==> src/common/slot_conv_pkg.sv <==
package slot_conv_pkg;

  // ----------------------------------------------------------------
  // sizes
  // ----------------------------------------------------------------
  localparam int SLOTS = 8;
  localparam int CHANS = 8;
  localparam int SLOT_W = 3;
  localparam int CHAN_W = 3;
  localparam int ROUTE_W = 4;
  localparam int COEF_W = 8;
  localparam int RESULT_W = 16;
  localparam int ADDR_W = 8;
  localparam int DATA_W = 32;

  // ----------------------------------------------------------------
  // register byte offsets
  // ----------------------------------------------------------------
  localparam logic [7:0] OFS_CONTROL = 8'h00;
  localparam logic [7:0] OFS_SLOT_COUNT = 8'h04;
  localparam logic [7:0] OFS_SLOT_PICK = 8'h08;
  localparam logic [7:0] OFS_INPUT_ROUTE = 8'h0C;
  localparam logic [7:0] OFS_COEF_BASE = 8'h10;
  localparam logic [7:0] OFS_RESULT_BASE = 8'h30;
  localparam logic [7:0] OFS_STATUS = 8'h50;

  // control and status bit positions
  localparam int CTRL_RUN_BIT = 0;
  localparam int CTRL_READ_REQ_BIT = 1;
  localparam int STAT_BUSY_BIT = 0;
  localparam int STAT_SLOT_LSB = 4;
  localparam int STAT_CHAN_LSB = 8;

  // ----------------------------------------------------------------
  // reset values
  // ----------------------------------------------------------------
  localparam logic [SLOT_W-1:0] SLOT_COUNT_RESET = 3'h0;
  localparam logic [SLOTS*CHAN_W-1:0] SLOT_PICK_RESET = 24'hFAC688;
  localparam logic [CHANS*ROUTE_W-1:0] INPUT_ROUTE_RESET = 32'h76543210;
  localparam logic [COEF_W-1:0] COEF_RESET = 8'hFF;
  localparam logic [RESULT_W-1:0] RESULT_RESET = 16'h0000;

  // ----------------------------------------------------------------
  // analog input route codes
  // ----------------------------------------------------------------
  localparam logic [ROUTE_W-1:0] ROUTE_TEMP_SENSOR = 4'h0;
  localparam logic [ROUTE_W-1:0] ROUTE_FILTERED_INPUT_FOUR = 4'h1;
  localparam logic [ROUTE_W-1:0] ROUTE_FILTERED_INPUT_FIVE = 4'h2;
  localparam logic [ROUTE_W-1:0] ROUTE_FILTERED_INPUT_SIX = 4'h3;
  localparam logic [ROUTE_W-1:0] ROUTE_FILTERED_INPUT_SEVEN = 4'h4;
  localparam logic [ROUTE_W-1:0] ROUTE_NO_CONNECT = 4'h5;
  localparam logic [ROUTE_W-1:0] ROUTE_ANALOG_SUPPLY_TAP = 4'h6;
  localparam logic [ROUTE_W-1:0] ROUTE_FILTERED_INPUT_TEN = 4'h7;
  localparam logic [ROUTE_W-1:0] ROUTE_FILTERED_INPUT_ELEVEN = 4'h8;
  localparam logic [ROUTE_W-1:0] ROUTE_FILTERED_INPUT_EIGHT = 4'h9;
  localparam logic [ROUTE_W-1:0] ROUTE_FILTERED_INPUT_NINE = 4'hA;
  localparam logic [ROUTE_W-1:0] ROUTE_GROUND = 4'hB;
  localparam logic [ROUTE_W-1:0] ROUTE_HIGH_GAIN_INPUT_ELEVEN = 4'hC;
  localparam logic [ROUTE_W-1:0] ROUTE_CAL_DAC = 4'hD;
  localparam logic [ROUTE_W-1:0] ROUTE_RESERVED_LOW = 4'hE;
  localparam logic [ROUTE_W-1:0] ROUTE_RESERVED_HIGH = 4'hF;

  // ----------------------------------------------------------------
  // types
  // ----------------------------------------------------------------
  typedef enum logic [0:0] {
    SEQ_IDLE,
    SEQ_WAIT
  } seq_state_t;

endpackage

==> src/rtl/slot_sequenced_converter.sv <==
// Function
// RULE1: eight independently configurable time slots form the repeating conversion order.
// RULE2: slot count zero cycles slots 0 through 7 ascending, then wraps.
// RULE3: slot count N from one to seven cycles slots 0 to N-1 only.
// RULE4: each slot holds a 3-bit channel pick naming the channel converted there.
// RULE5: route codes select temperature sensor and filtered inputs four to eleven.
// RULE6: code 0101b no connect; supply, ground, high gain, calibration DAC; 1110b/1111b reserved.
// RULE7: software sets slot count, then slot picks, then channel routes.
// RULE8: any channel may sit in any number of slots, in any order.
// RULE9: each channel smooths with its 8-bit coefficient, reset 255, into a 16-bit result.
// RULE10: the temperature sensor is digitized through its own route code.
// RULE11: software sets a read request flag; hardware clears it when data is ready.
// RULE12: result moves toward each sample by the coefficient-scaled difference.
`timescale 1ns/1ps

module slot_sequenced_converter
  import slot_conv_pkg::*;
(
  input wire logic clk_in,
  input wire logic rst_in,
  input wire logic [ADDR_W-1:0] reg_addr_in,
  input wire logic reg_wr_in,
  input wire logic reg_rd_in,
  input wire logic [DATA_W-1:0] reg_wdata_in,
  output logic [DATA_W-1:0] reg_rdata_out,
  output logic conv_start_out,
  output logic [ROUTE_W-1:0] mux_route_out,
  input wire logic sample_valid_in,
  input wire logic [RESULT_W-1:0] sample_in
);

  // ----------------------------------------------------------------
  // state
  // ----------------------------------------------------------------
  typedef struct packed {
    // control and configuration
    logic run;
    logic read_req;
    logic [SLOT_W-1:0] slot_count;
    logic [SLOTS-1:0][CHAN_W-1:0] pick;
    logic [CHANS-1:0][ROUTE_W-1:0] route;
    logic [CHANS-1:0][COEF_W-1:0] coef;
    // live smoothed results and the copy software reads
    logic [CHANS-1:0][RESULT_W-1:0] result;
    logic [CHANS-1:0][RESULT_W-1:0] snap;
    // sequencer position and converter link outputs
    seq_state_t seq;
    logic [SLOT_W-1:0] slot;
    logic [CHAN_W-1:0] chan;
    logic [ROUTE_W-1:0] mux;
    logic start;
    // read answer, stands one cycle
    logic [DATA_W-1:0] rdata;
  } conv_state_t;

  localparam conv_state_t STATE_RESET = '{
    run: 1'b0,
    read_req: 1'b0,
    slot_count: SLOT_COUNT_RESET,
    pick: SLOT_PICK_RESET,
    route: INPUT_ROUTE_RESET,
    coef: {CHANS{COEF_RESET}},
    result: {CHANS{RESULT_RESET}},
    snap: {CHANS{RESULT_RESET}},
    seq: SEQ_IDLE,
    slot: 3'h0,
    chan: 3'h0,
    mux: ROUTE_TEMP_SENSOR,
    start: 1'b0,
    rdata: 32'h00000000
  };

  conv_state_t state_reg;
  conv_state_t state_next;
  logic [RESULT_W-1:0] filtered;

  // ----------------------------------------------------------------
  // local constants
  // ----------------------------------------------------------------
  // each register window holds one word per channel
  localparam logic [ADDR_W-1:0] WINDOW_SPAN = 8'h20;
  localparam logic [SLOT_W-1:0] FIRST_SLOT = 3'h0;
  localparam logic [SLOT_W-1:0] LAST_SLOT_ALL = 3'h7;
  localparam logic [SLOT_W-1:0] SLOT_STEP = 3'h1;

  // ----------------------------------------------------------------
  // helpers
  // ----------------------------------------------------------------
  function automatic logic [SLOT_W-1:0] last_slot(input logic [SLOT_W-1:0] count);
    // zero means all eight slots
    last_slot = (count == '0) ? LAST_SLOT_ALL : count - SLOT_STEP;
  endfunction

  function automatic logic [SLOT_W-1:0] next_slot(input logic [SLOT_W-1:0] slot,
                                                 input logic [SLOT_W-1:0] count);
    // also recovers when the count shrinks below the current slot
    next_slot = (slot >= last_slot(count)) ? FIRST_SLOT : slot + SLOT_STEP;
  endfunction

  function automatic logic [ROUTE_W-1:0] mux_code(input logic [ROUTE_W-1:0] code);
    // reserved codes leave the converter input unconnected
    if (code == ROUTE_RESERVED_LOW || code == ROUTE_RESERVED_HIGH)
      mux_code = ROUTE_NO_CONNECT;
    else
      mux_code = code;
  endfunction

  function automatic logic in_window(input logic [ADDR_W-1:0] addr,
                                     input logic [ADDR_W-1:0] base);
    in_window = (addr >= base) && (addr < base + WINDOW_SPAN) && (addr[1:0] == 2'h0);
  endfunction

  function automatic logic [CHAN_W-1:0] win_index(input logic [ADDR_W-1:0] addr,
                                                  input logic [ADDR_W-1:0] base);
    // word offset inside a window; window bases are not aligned to its span
    logic [ADDR_W-1:0] ofs;
    ofs = addr - base;
    win_index = ofs[CHAN_W+1:2];
  endfunction

  function automatic logic [DATA_W-1:0] status_word(input logic busy,
                                                    input logic [SLOT_W-1:0] slot,
                                                    input logic [CHAN_W-1:0] chan);
    status_word = '0;
    status_word[STAT_BUSY_BIT] = busy;
    status_word[STAT_SLOT_LSB +: SLOT_W] = slot;
    status_word[STAT_CHAN_LSB +: CHAN_W] = chan;
  endfunction

  // ----------------------------------------------------------------
  // smoothing filter
  // ----------------------------------------------------------------
  // RULE12 recursive average
  smoothing_filter filter_u (
    .prev_in(state_reg.result[state_reg.chan]),
    .sample_in(sample_in),
    .coef_in(state_reg.coef[state_reg.chan]),
    .result_out(filtered)
  );

  // ----------------------------------------------------------------
  // next state
  // ----------------------------------------------------------------
  always_comb
  begin
    logic [CHAN_W-1:0] pick_now;
    logic [CHAN_W-1:0] idx;
    logic issue;
    pick_now = 3'h0;
    idx = 3'h0;
    issue = 1'b0;
    state_next = state_reg;
    state_next.start = 1'b0;

    // sequencer
    case (state_reg.seq)
      SEQ_IDLE:
      begin
        issue = state_reg.run;
        // RULE11 clear when idle
        if (state_reg.read_req)
        begin
          state_next.snap = state_reg.result;
          state_next.read_req = 1'b0;
        end
      end
      SEQ_WAIT:
      begin
        if (sample_valid_in)
        begin
          // RULE9 store smoothed result
          state_next.result[state_reg.chan] = filtered;
          // RULE2 RULE3 slot advance
          state_next.slot = next_slot(state_reg.slot, state_reg.slot_count);
          // RULE11 data ready clears
          if (state_reg.read_req)
          begin
            state_next.snap = state_next.result;
            state_next.read_req = 1'b0;
          end
          issue = state_reg.run;
          state_next.seq = SEQ_IDLE;
        end
      end
      default:
      begin
        state_next.seq = SEQ_IDLE;
      end
    endcase

    if (issue)
    begin
      // route is latched with the start and holds for the whole conversion
      // RULE1 RULE4 RULE8 slot to channel
      pick_now = state_reg.pick[state_next.slot];
      state_next.chan = pick_now;
      // RULE5 RULE6 RULE10 channel to input
      state_next.mux = mux_code(state_reg.route[pick_now]);
      state_next.start = 1'b1;
      state_next.seq = SEQ_WAIT;
    end

    // register writes; a software set of the read request wins
    if (reg_wr_in)
    begin
      case (reg_addr_in)
        OFS_CONTROL:
        begin
          state_next.run = reg_wdata_in[CTRL_RUN_BIT];
          // RULE11 software set
          if (reg_wdata_in[CTRL_READ_REQ_BIT])
            state_next.read_req = 1'b1;
        end
        OFS_SLOT_COUNT:
        begin
          state_next.slot_count = reg_wdata_in[SLOT_W-1:0];
        end
        OFS_SLOT_PICK:
        begin
          state_next.pick = reg_wdata_in[SLOTS*CHAN_W-1:0];
        end
        OFS_INPUT_ROUTE:
        begin
          state_next.route = reg_wdata_in[CHANS*ROUTE_W-1:0];
        end
        default:
        begin
          if (in_window(reg_addr_in, OFS_COEF_BASE))
          begin
            idx = win_index(reg_addr_in, OFS_COEF_BASE);
            state_next.coef[idx] = reg_wdata_in[COEF_W-1:0];
          end
        end
      endcase
    end

    // register reads, answered one cycle later
    state_next.rdata = 32'h00000000;
    if (reg_rd_in)
    begin
      case (reg_addr_in)
        OFS_CONTROL:
        begin
          state_next.rdata[CTRL_RUN_BIT] = state_reg.run;
          state_next.rdata[CTRL_READ_REQ_BIT] = state_reg.read_req;
        end
        OFS_SLOT_COUNT:
        begin
          state_next.rdata[SLOT_W-1:0] = state_reg.slot_count;
        end
        OFS_SLOT_PICK:
        begin
          state_next.rdata[SLOTS*CHAN_W-1:0] = state_reg.pick;
        end
        OFS_INPUT_ROUTE:
        begin
          state_next.rdata = state_reg.route;
        end
        OFS_STATUS:
        begin
          // busy means a start went out and its sample is still owed
          state_next.rdata = status_word(state_reg.seq == SEQ_WAIT, state_reg.slot,
                                         state_reg.chan);
        end
        default:
        begin
          if (in_window(reg_addr_in, OFS_COEF_BASE))
          begin
            idx = win_index(reg_addr_in, OFS_COEF_BASE);
            state_next.rdata[COEF_W-1:0] = state_reg.coef[idx];
          end
          else if (in_window(reg_addr_in, OFS_RESULT_BASE))
          begin
            // results read the copy taken when the last read request was cleared
            idx = win_index(reg_addr_in, OFS_RESULT_BASE);
            state_next.rdata[RESULT_W-1:0] = state_reg.snap[idx];
          end
        end
      endcase
    end
  end

  // ----------------------------------------------------------------
  // registers
  // ----------------------------------------------------------------
  always_ff @(posedge clk_in or posedge rst_in)
  begin
    if (rst_in)
      state_reg <= STATE_RESET;
    else
      state_reg <= state_next;
  end

  // ----------------------------------------------------------------
  // outputs
  // ----------------------------------------------------------------
  assign reg_rdata_out = state_reg.rdata;
  assign conv_start_out = state_reg.start;
  assign mux_route_out = state_reg.mux;

endmodule // slot_sequenced_converter

==> src/rtl/smoothing_filter.sv <==
`timescale 1ns/1ps

module smoothing_filter
  import slot_conv_pkg::*;
(
  input wire logic [RESULT_W-1:0] prev_in,
  input wire logic [RESULT_W-1:0] sample_in,
  input wire logic [COEF_W-1:0] coef_in,
  output logic [RESULT_W-1:0] result_out
);

  // ----------------------------------------------------------------
  // first-order recursive average
  // ----------------------------------------------------------------
  logic signed [RESULT_W:0] diff;
  logic signed [RESULT_W+COEF_W+1:0] scaled;
  logic signed [RESULT_W+1:0] sum;

  always_comb
  begin
    diff = $signed({1'b0, sample_in}) - $signed({1'b0, prev_in});
    scaled = diff * $signed({1'b0, coef_in});
    // coefficient is a fraction of 256; arithmetic shift keeps the sign
    sum = $signed({2'b00, prev_in}) + $signed(scaled[RESULT_W+COEF_W+1:COEF_W]);
    result_out = sum[RESULT_W-1:0];
  end

endmodule // smoothing_filter

==> config.mk <==
export PLATFORM = sky130hd
export DESIGN_NAME = slot_sequenced_converter
export DESIGN_NICKNAME = d
export VERILOG_FILES = /design/src/common/slot_conv_pkg.sv /design/src/rtl/slot_sequenced_converter.sv /design/src/rtl/smoothing_filter.sv
export SDC_FILE = /design/constraint.sdc
export NUM_CORES = 2
export LEC_CHECK = 0
export ABC_AREA = 1
export BUFFER_PORTS_ARGS = -buffer_cell sky130_fd_sc_hd__buf_4
export CAP_MARGIN = 30
export CORE_MARGIN = 1.5
export CORE_UTILIZATION = 55
export DETAILED_ROUTE_END_ITERATION = 8
export HOLD_SLACK_MARGIN = 0.08
export PLACE_DENSITY = 0.72
export SLEW_MARGIN = 20
export SYNTH_ARGS = -nofsm -noshare
export SYNTH_HDL_FRONTEND = slang
export SYNTH_HIERARCHICAL = 1
export SYNTH_SLANG_ARGS = --single-unit
==> constraint.sdc <==
create_clock -name clk_in -period 18.8 [get_ports clk_in]
set_clock_uncertainty 0.1 [all_clocks]
set_input_delay 3.76 -clock clk_in [delete_from_list [all_inputs] [get_ports clk_in]]
set_output_delay 3.76 -clock clk_in [all_outputs]
set_load 0.005 [all_outputs]
; ---- Yosys cells after proc, flatten, opt, wreduce, memory -nomap -nowiden
; Index checks and enable logic that the tools add are counted.
[classes]
add_sub_neg = 6
n_reduce_logical = 20
n_lt_le_gt_ge = 12
mux = 49
mul = 1
n_eq_ne = 9
n_bitwise = 2
[op_table]
columns = op, n
row1 = 2-to-1 mux 128 bit, 2
row2 = case mux 128 bit (2 select lines), 1
row3 = 2-to-1 mux 132 bit, 1
row4 = bitwise mux 128 bit, 1
row5 = 2-to-1 mux 64 bit, 2
row6 = 2-to-1 mux 124 bit, 1
row7 = binary-select mux 16 bit (select 3 bit), 2
row8 = bitwise mux 64 bit, 1
row9 = 2-to-1 mux 16 bit, 4
row10 = 2-to-1 mux 32 bit, 2
row11 = case mux 13 bit (4 select lines), 1
row12 = binary-select mux 8 bit (select 3 bit), 2
row13 = demux 16 bit (select 3 bit), 1
row14 = 2-to-1 mux 8 bit, 6
row15 = demux 8 bit (select 3 bit), 1
row16 = multiplier 17 x 9 -> 24 bit, 1
row17 = 2-to-1 mux 24 bit, 1
row18 = less-than comparator 3 x 4 -> 1 bit (second input constant), 5
row19 = subtractor 16 x 16 -> 17 bit, 1
row20 = adder 16 bit, 1
row21 = equality test 8 x 4 -> 1 bit (second input constant), 2
row22 = case mux 8 bit (2 select lines), 1
row23 = binary-select mux 4 bit (select 3 bit), 1
row24 = 2-to-1 mux 3 bit, 4
row25 = other kinds (30), 54
[totals]
ff_bits = 425
elab_cells = 148
output_inout_bits = 37
inputBits = 61

; ---- Depth between registers and ports, before layout
[logic_depth]
word_depth = 16
mapped_depth = 51
mapped_depth_nobuf = 51

; ---- By module
; The synthesis kept the hierarchy.
[modules_own_cells]
columns = module, cells_per_inst, seq_area_each_um2, area_per_inst_um2, instances
row1 = slot_sequenced_converter, 2523, 10745.3, 21315.4, 1
row2 = smoothing_filter, 943, 0.0, 6496.2, 1

; ---- Worst setup path after synthesis
; Ideal clock, no wire load.
[synth_path]
path_type = input to register
startpoint = input sample_in[0]
endpoint = register state_reg[165] in the netlist's numbering
n_path_buf = 0
path_stages = 38
setup_time_ns = 0.077
arrival_time_ns = 10.178
t_required_ns = 18.623
path_slack_ns = 8.445
path_cell_list = inv_1 ha_1 fa_1 inv_1 nand2_1 nand2_1 nand2_1 o21bai_1 xor2_1 nand2_1 fa_1 inv_1 fa_1 inv_1 fa_1 inv_1 fa_1 ha_1 [... 2 more ...] nand2_1 nand2_1 nand2_1 nand2_2 nand2_1 o211ai_1 nand2_1 ha_1 a21oi_1 a21boi_1 nand2_1 a21o_1 a21oi_1 xnor2_1 inv_1 a21oi_1 o21ai_0 a21oi_1
[synth_via]
elab_chain_len = 7
[synth_rtl]
columns = item, line_no
row1 = from (decl), slot_sequenced_converter.sv:29  ; input wire logic [RESULT_W-1:0] sample_in
row2 = subtractor 16 x 16 -> 17 bit, smoothing_filter.sv:21  ; diff = $signed({1'b0, sample_in}) - $signed({1'b0, prev_in});
row3 = multiplier 17 x 9 -> 24 bit, smoothing_filter.sv:22  ; scaled = diff * $signed({1'b0, coef_in});
row4 = adder 16 bit, smoothing_filter.sv:24  ; sum = $signed({2'b00, prev_in}) + $signed(scaled[RESULT_W+COEF_W+1:COEF_W]);
row5 = net filtered[9], slot_sequenced_converter.sv:75  ; logic [RESULT_W-1:0] filtered;
row6 = bitwise mux 128 bit, slot_sequenced_converter.sv:172  ; state_next.result[state_reg.chan] = filtered;
row7 = 2-to-1 mux 128 bit, slot_sequenced_converter.sv:176  ; if (state_reg.read_req)
row8 = 2-to-1 mux 132 bit, slot_sequenced_converter.sv:169  ; if (sample_valid_in)
row9 = case mux 128 bit (2 select lines), slot_sequenced_converter.sv:156  ; case (state_reg.seq)
row10 = to (signal assigned), slot_sequenced_converter.sv:291  ; state_reg <= state_next;
row11 = to (decl), slot_sequenced_converter.sv:73  ; conv_state_t state_reg;
; The timed path passes the listed nets, and every way through them passes these cells. The select of a mux whose other input is x is not followed.
; A chain may end at the register's enable or synchronous reset.

; ---- Worst setup path after layout
[layout_path]
startpoint = input sample_in[0]
endpoint = register state_reg[169] in the netlist's numbering
; Same word-level chain as after synthesis.

==> results.yml <==
detailed_routing:
  dr.pass1.iters: 8
  drtIter0Drc: 3161
  ant_nets: 0
  vias_per_cell: 6.213
  vias: 25611
  drt-wirelength-per-cell_um: 21.04
  drc: 0
  wl_um: 86730
final_layout:
  drive_above_1_share_pct: 11.71
  nNetsFinal: 3658
  seq_area_um2: 10750
  fill_cells: 4473
  diodes: 0
  multi_input_area_um2: 14260
  syn_to_final_growth_pct: 9.367
worst_setup_path:
  crit_buf_inv: 7
  cp.required_ps: 19220
  cp_data_arrival_time_ps: 11540
  cp-start-kind: "input port"
  slowest_stage: "xor2_1"
  r2r_slack_ps: 8440
  criticalPathCategory: "input port to register"
  crit_path_max_fanout: 7
  end_kind: "register"
  reg2reg_depth: 39
  crit_top_cell: "nand2_1"
  r2r-end: "state_reg[169]"
  reg2reg_from: "state_reg[37]"
  critical-path-max-stage-delay_ps: 540
  cp_top_family: "adder cells"
clock_network:
  cts_root_buf: "clkbuf_16"
  clk_latency_ps: 620
  numCtsBuffers: 49
  postCtsSetupBuffers: 0
  cts_max_level: 2
  cts_tree: "yes"
  holdBufCountCts: 0
  cts_max_path_buffers: 3
  cts_resized: 0
  cts_sinks: 425
  clk_pin_slew_ps: 60
yosys:
  synth_area_um2: 27810
  synth_fp_nets: 3712
  async_reset_ff_share_pct: 100.0
  synth_ff_type: "dfrtp_1"
  synth_cell_types: 68
  syn_area_per_cell_um2: 8.024
  synth-edff-count: 0
  ys_ff_latch: 425
  ys_seq_area_share_pct: 38.64
  postSynthCellCount: 3466
  yosysWarnings: 6
place:
  gp_routability_congestion: 0.9722
  placement.io_buffers: 97
  place_hpwl_um: 56600
timing:
  hold_violations: 0
  worst_pin_slew_ps: 1027
  fin_crit_sh_pct: 59.14
  setup_viol: 0
  rsz0062_at_grt: "false"
  slew_headroom_pct: 31.55
  slew_violations: 0
  fin_hold_ws_ps: 377.3
  max_freq_mhz: 89.94
  period_minus_slack_ps: 11120
  fin_setup_tns_ps: 0
floorplanning:
  core_um2: 50070
  die-area_um2: 51920
  dieWidth_um: 227.9
  start_util_pct: 55.55
  die_h_um: 227.9
  rows: 82
  io_pins: 98
global_route:
  grt_usage_pct: 32.92
  grt_max_degree: 173
  overflow: 0
  grt_pass1_vias: 25038
  antenna_found_initial: 2
  grt_pass1_wl_um: 136900
job:
  maxCapViolations: 0
outcome:
  status: "finished, final reports clean"
power:
  peakVddDrop_mv: 0.2021
  power_density_nw_per_um2: 172.1
  p_leak_nw: 14.51
worst_hold_path:
  holdPathStages: 2
  hp-class: "register to register"
power breakdown:
| group | internal [mW] | leakage [nW] | switching, mW | total (mW) |
|---|---|---|---|---|
| clock network | 0.640 | 0.847 | 0.399 | 1.04 |
| registers | 1.08 | 5.37 | 0.114 | 1.19 |
| logic | 0.837 | 8.29 | 2.17 | 3.00 |
through the flow:
step	util, %	total power, mW	instance area, µm²	cells	setup slack (ps)
2_1_floorplan	-	3.224	27810	3466	3252
3_5_place_dp	57.16	4.125	28620	4030	7255
5_1_grt	60.75	5.598	30420	4122	7183
3_3_place_gp	56.99	4.075	28530	4026	7281
6_report	60.75	5.234	30420	4122	7681
4_1_cts	60.67	5.191	30380	4119	7839
cell usage after synthesis, types with 8 or more instances:
| cell type | n | area [µm²] |
|---|---|---|
| a21oi_1 | 592 | 2963 |
| nand2_1 | 521 | 1956 |
| inv_1 | 440 | 1652 |
| o21ai_0 | 358 | 1792 |
| dfrtp_1 | 337 | 8433 |
| clkbuf_1 | 140 | 525.5 |
| nor2_1 | 124 | 465.5 |
| nand3_1 | 122 | 610.6 |
| o22ai_1 | 114 | 713.2 |
| fa_1 | 104 | 2082 |
| dfstp_2 | 88 | 2312 |
| ha_1 | 81 | 1013 |
| o21ai_1 | 49 | 245.2 |
| buf_4 | 39 | 292.8 |
| a221oi_1 | 38 | 332.8 |
| buf_2 | 29 | 145.1 |
| xor2_1 | 24 | 210.2 |
| buf_1 | 22 | 82.58 |
| nor3_1 | 22 | 110.1 |
| a22oi_1 | 18 | 135.1 |
| nand2_2 | 18 | 112.6 |
| or2_2 | 18 | 112.6 |
| nand4_1 | 13 | 81.33 |
| a211oi_1 | 12 | 90.09 |
| o211ai_1 | 12 | 90.09 |
| inv_2 | 9 | 33.78 |
| nand4_4 | 8 | 170.2 |
| o21bai_1 | 8 | 60.06 |
worst min-delay path: stages (launching register included):
cell and delay [ps]:
dfstp_2 370, nand2_1 50, o21ai_1 50
final cells by class:
type / instances / area share (%)
clock buffer: 71 / 4.702
multi-input combinational: 2347 / 46.89
inverter: 457 / 5.701
tap: 672 / 2.764
timing repair buffer: 132 / 3.517
sequential: 425 / 35.34
clock inverter: 18 / 1.082
how the worst max path moves through the flow:
stage,startpoint,to,slack (ps),cells after the start
2_1_floorplan,rst_in,conv_start_out,3250,1
5_1_grt,sample_in[0],state_reg[169],7180,38
3_3_place_gp,sample_in[0],state_reg[153],7280,37
4_1_cts,sample_in[0],state_reg[165],7840,39
3_5_place_dp,sample_in[0],state_reg[169],7260,38
6_report,sample_in[0],state_reg[169],7680,36
layout by cell type (no fill, tap or decap), types with 9 or more instances in the layout:
master / netlist / final
a21oi_1: 592 / 592
nand2_1: 521 / 516
inv_1: 440 / 436
o21ai_0: 358 / 358
dfrtp_1: 337 / 336
nor2_1: 124 / 124
buf_4: 39 / 124
nand3_1: 122 / 122
o22ai_1: 114 / 114
fa_1: 104 / 104
dfstp_2: 88 / 88
ha_1: 81 / 81
clkbuf_16: 0 / 50
o21ai_1: 49 / 49
a221oi_1: 38 / 38
xor2_1: 24 / 24
nand2_2: 18 / 21
nor3_1: 22 / 20
or2_2: 18 / 18
a22oi_1: 18 / 18
nand4_1: 13 / 13
a211oi_1: 12 / 12
o211ai_1: 12 / 12
clkbuf_1: 140 / 11
clkbuf_8: 0 / 10
inv_2: 9 / 9
kinds of logic (layout without fill, tap and decap cells):
family / count (synthesis) / count (layout) / share of synthesized area [%]
buffers and inverters: 694 / 678 / 10.23
adders and majority gates: 185 / 185 / 11.13
xor gates and xnor gates: 33 / 33 / 1.134
muxes: 4 / 4 / 0.1619
and+or+nand+nor: 882 / 882 / 14.23
AOI/OAI and AO/OA: 1243 / 1243 / 24.48
DFF: 425 / 425 / 38.64
per-layer routing:
layer	vias to the layer above	GRT usage, %	part of all wire (%)
met4	4	14.32	4.2
met5	-	0	0.027
met1	12342	43.55	40
li1	11571	-	-
met2	1443	52.41	46
met3	251	6.963	10
Note: power is estimated with default switching activity, not from simulation.
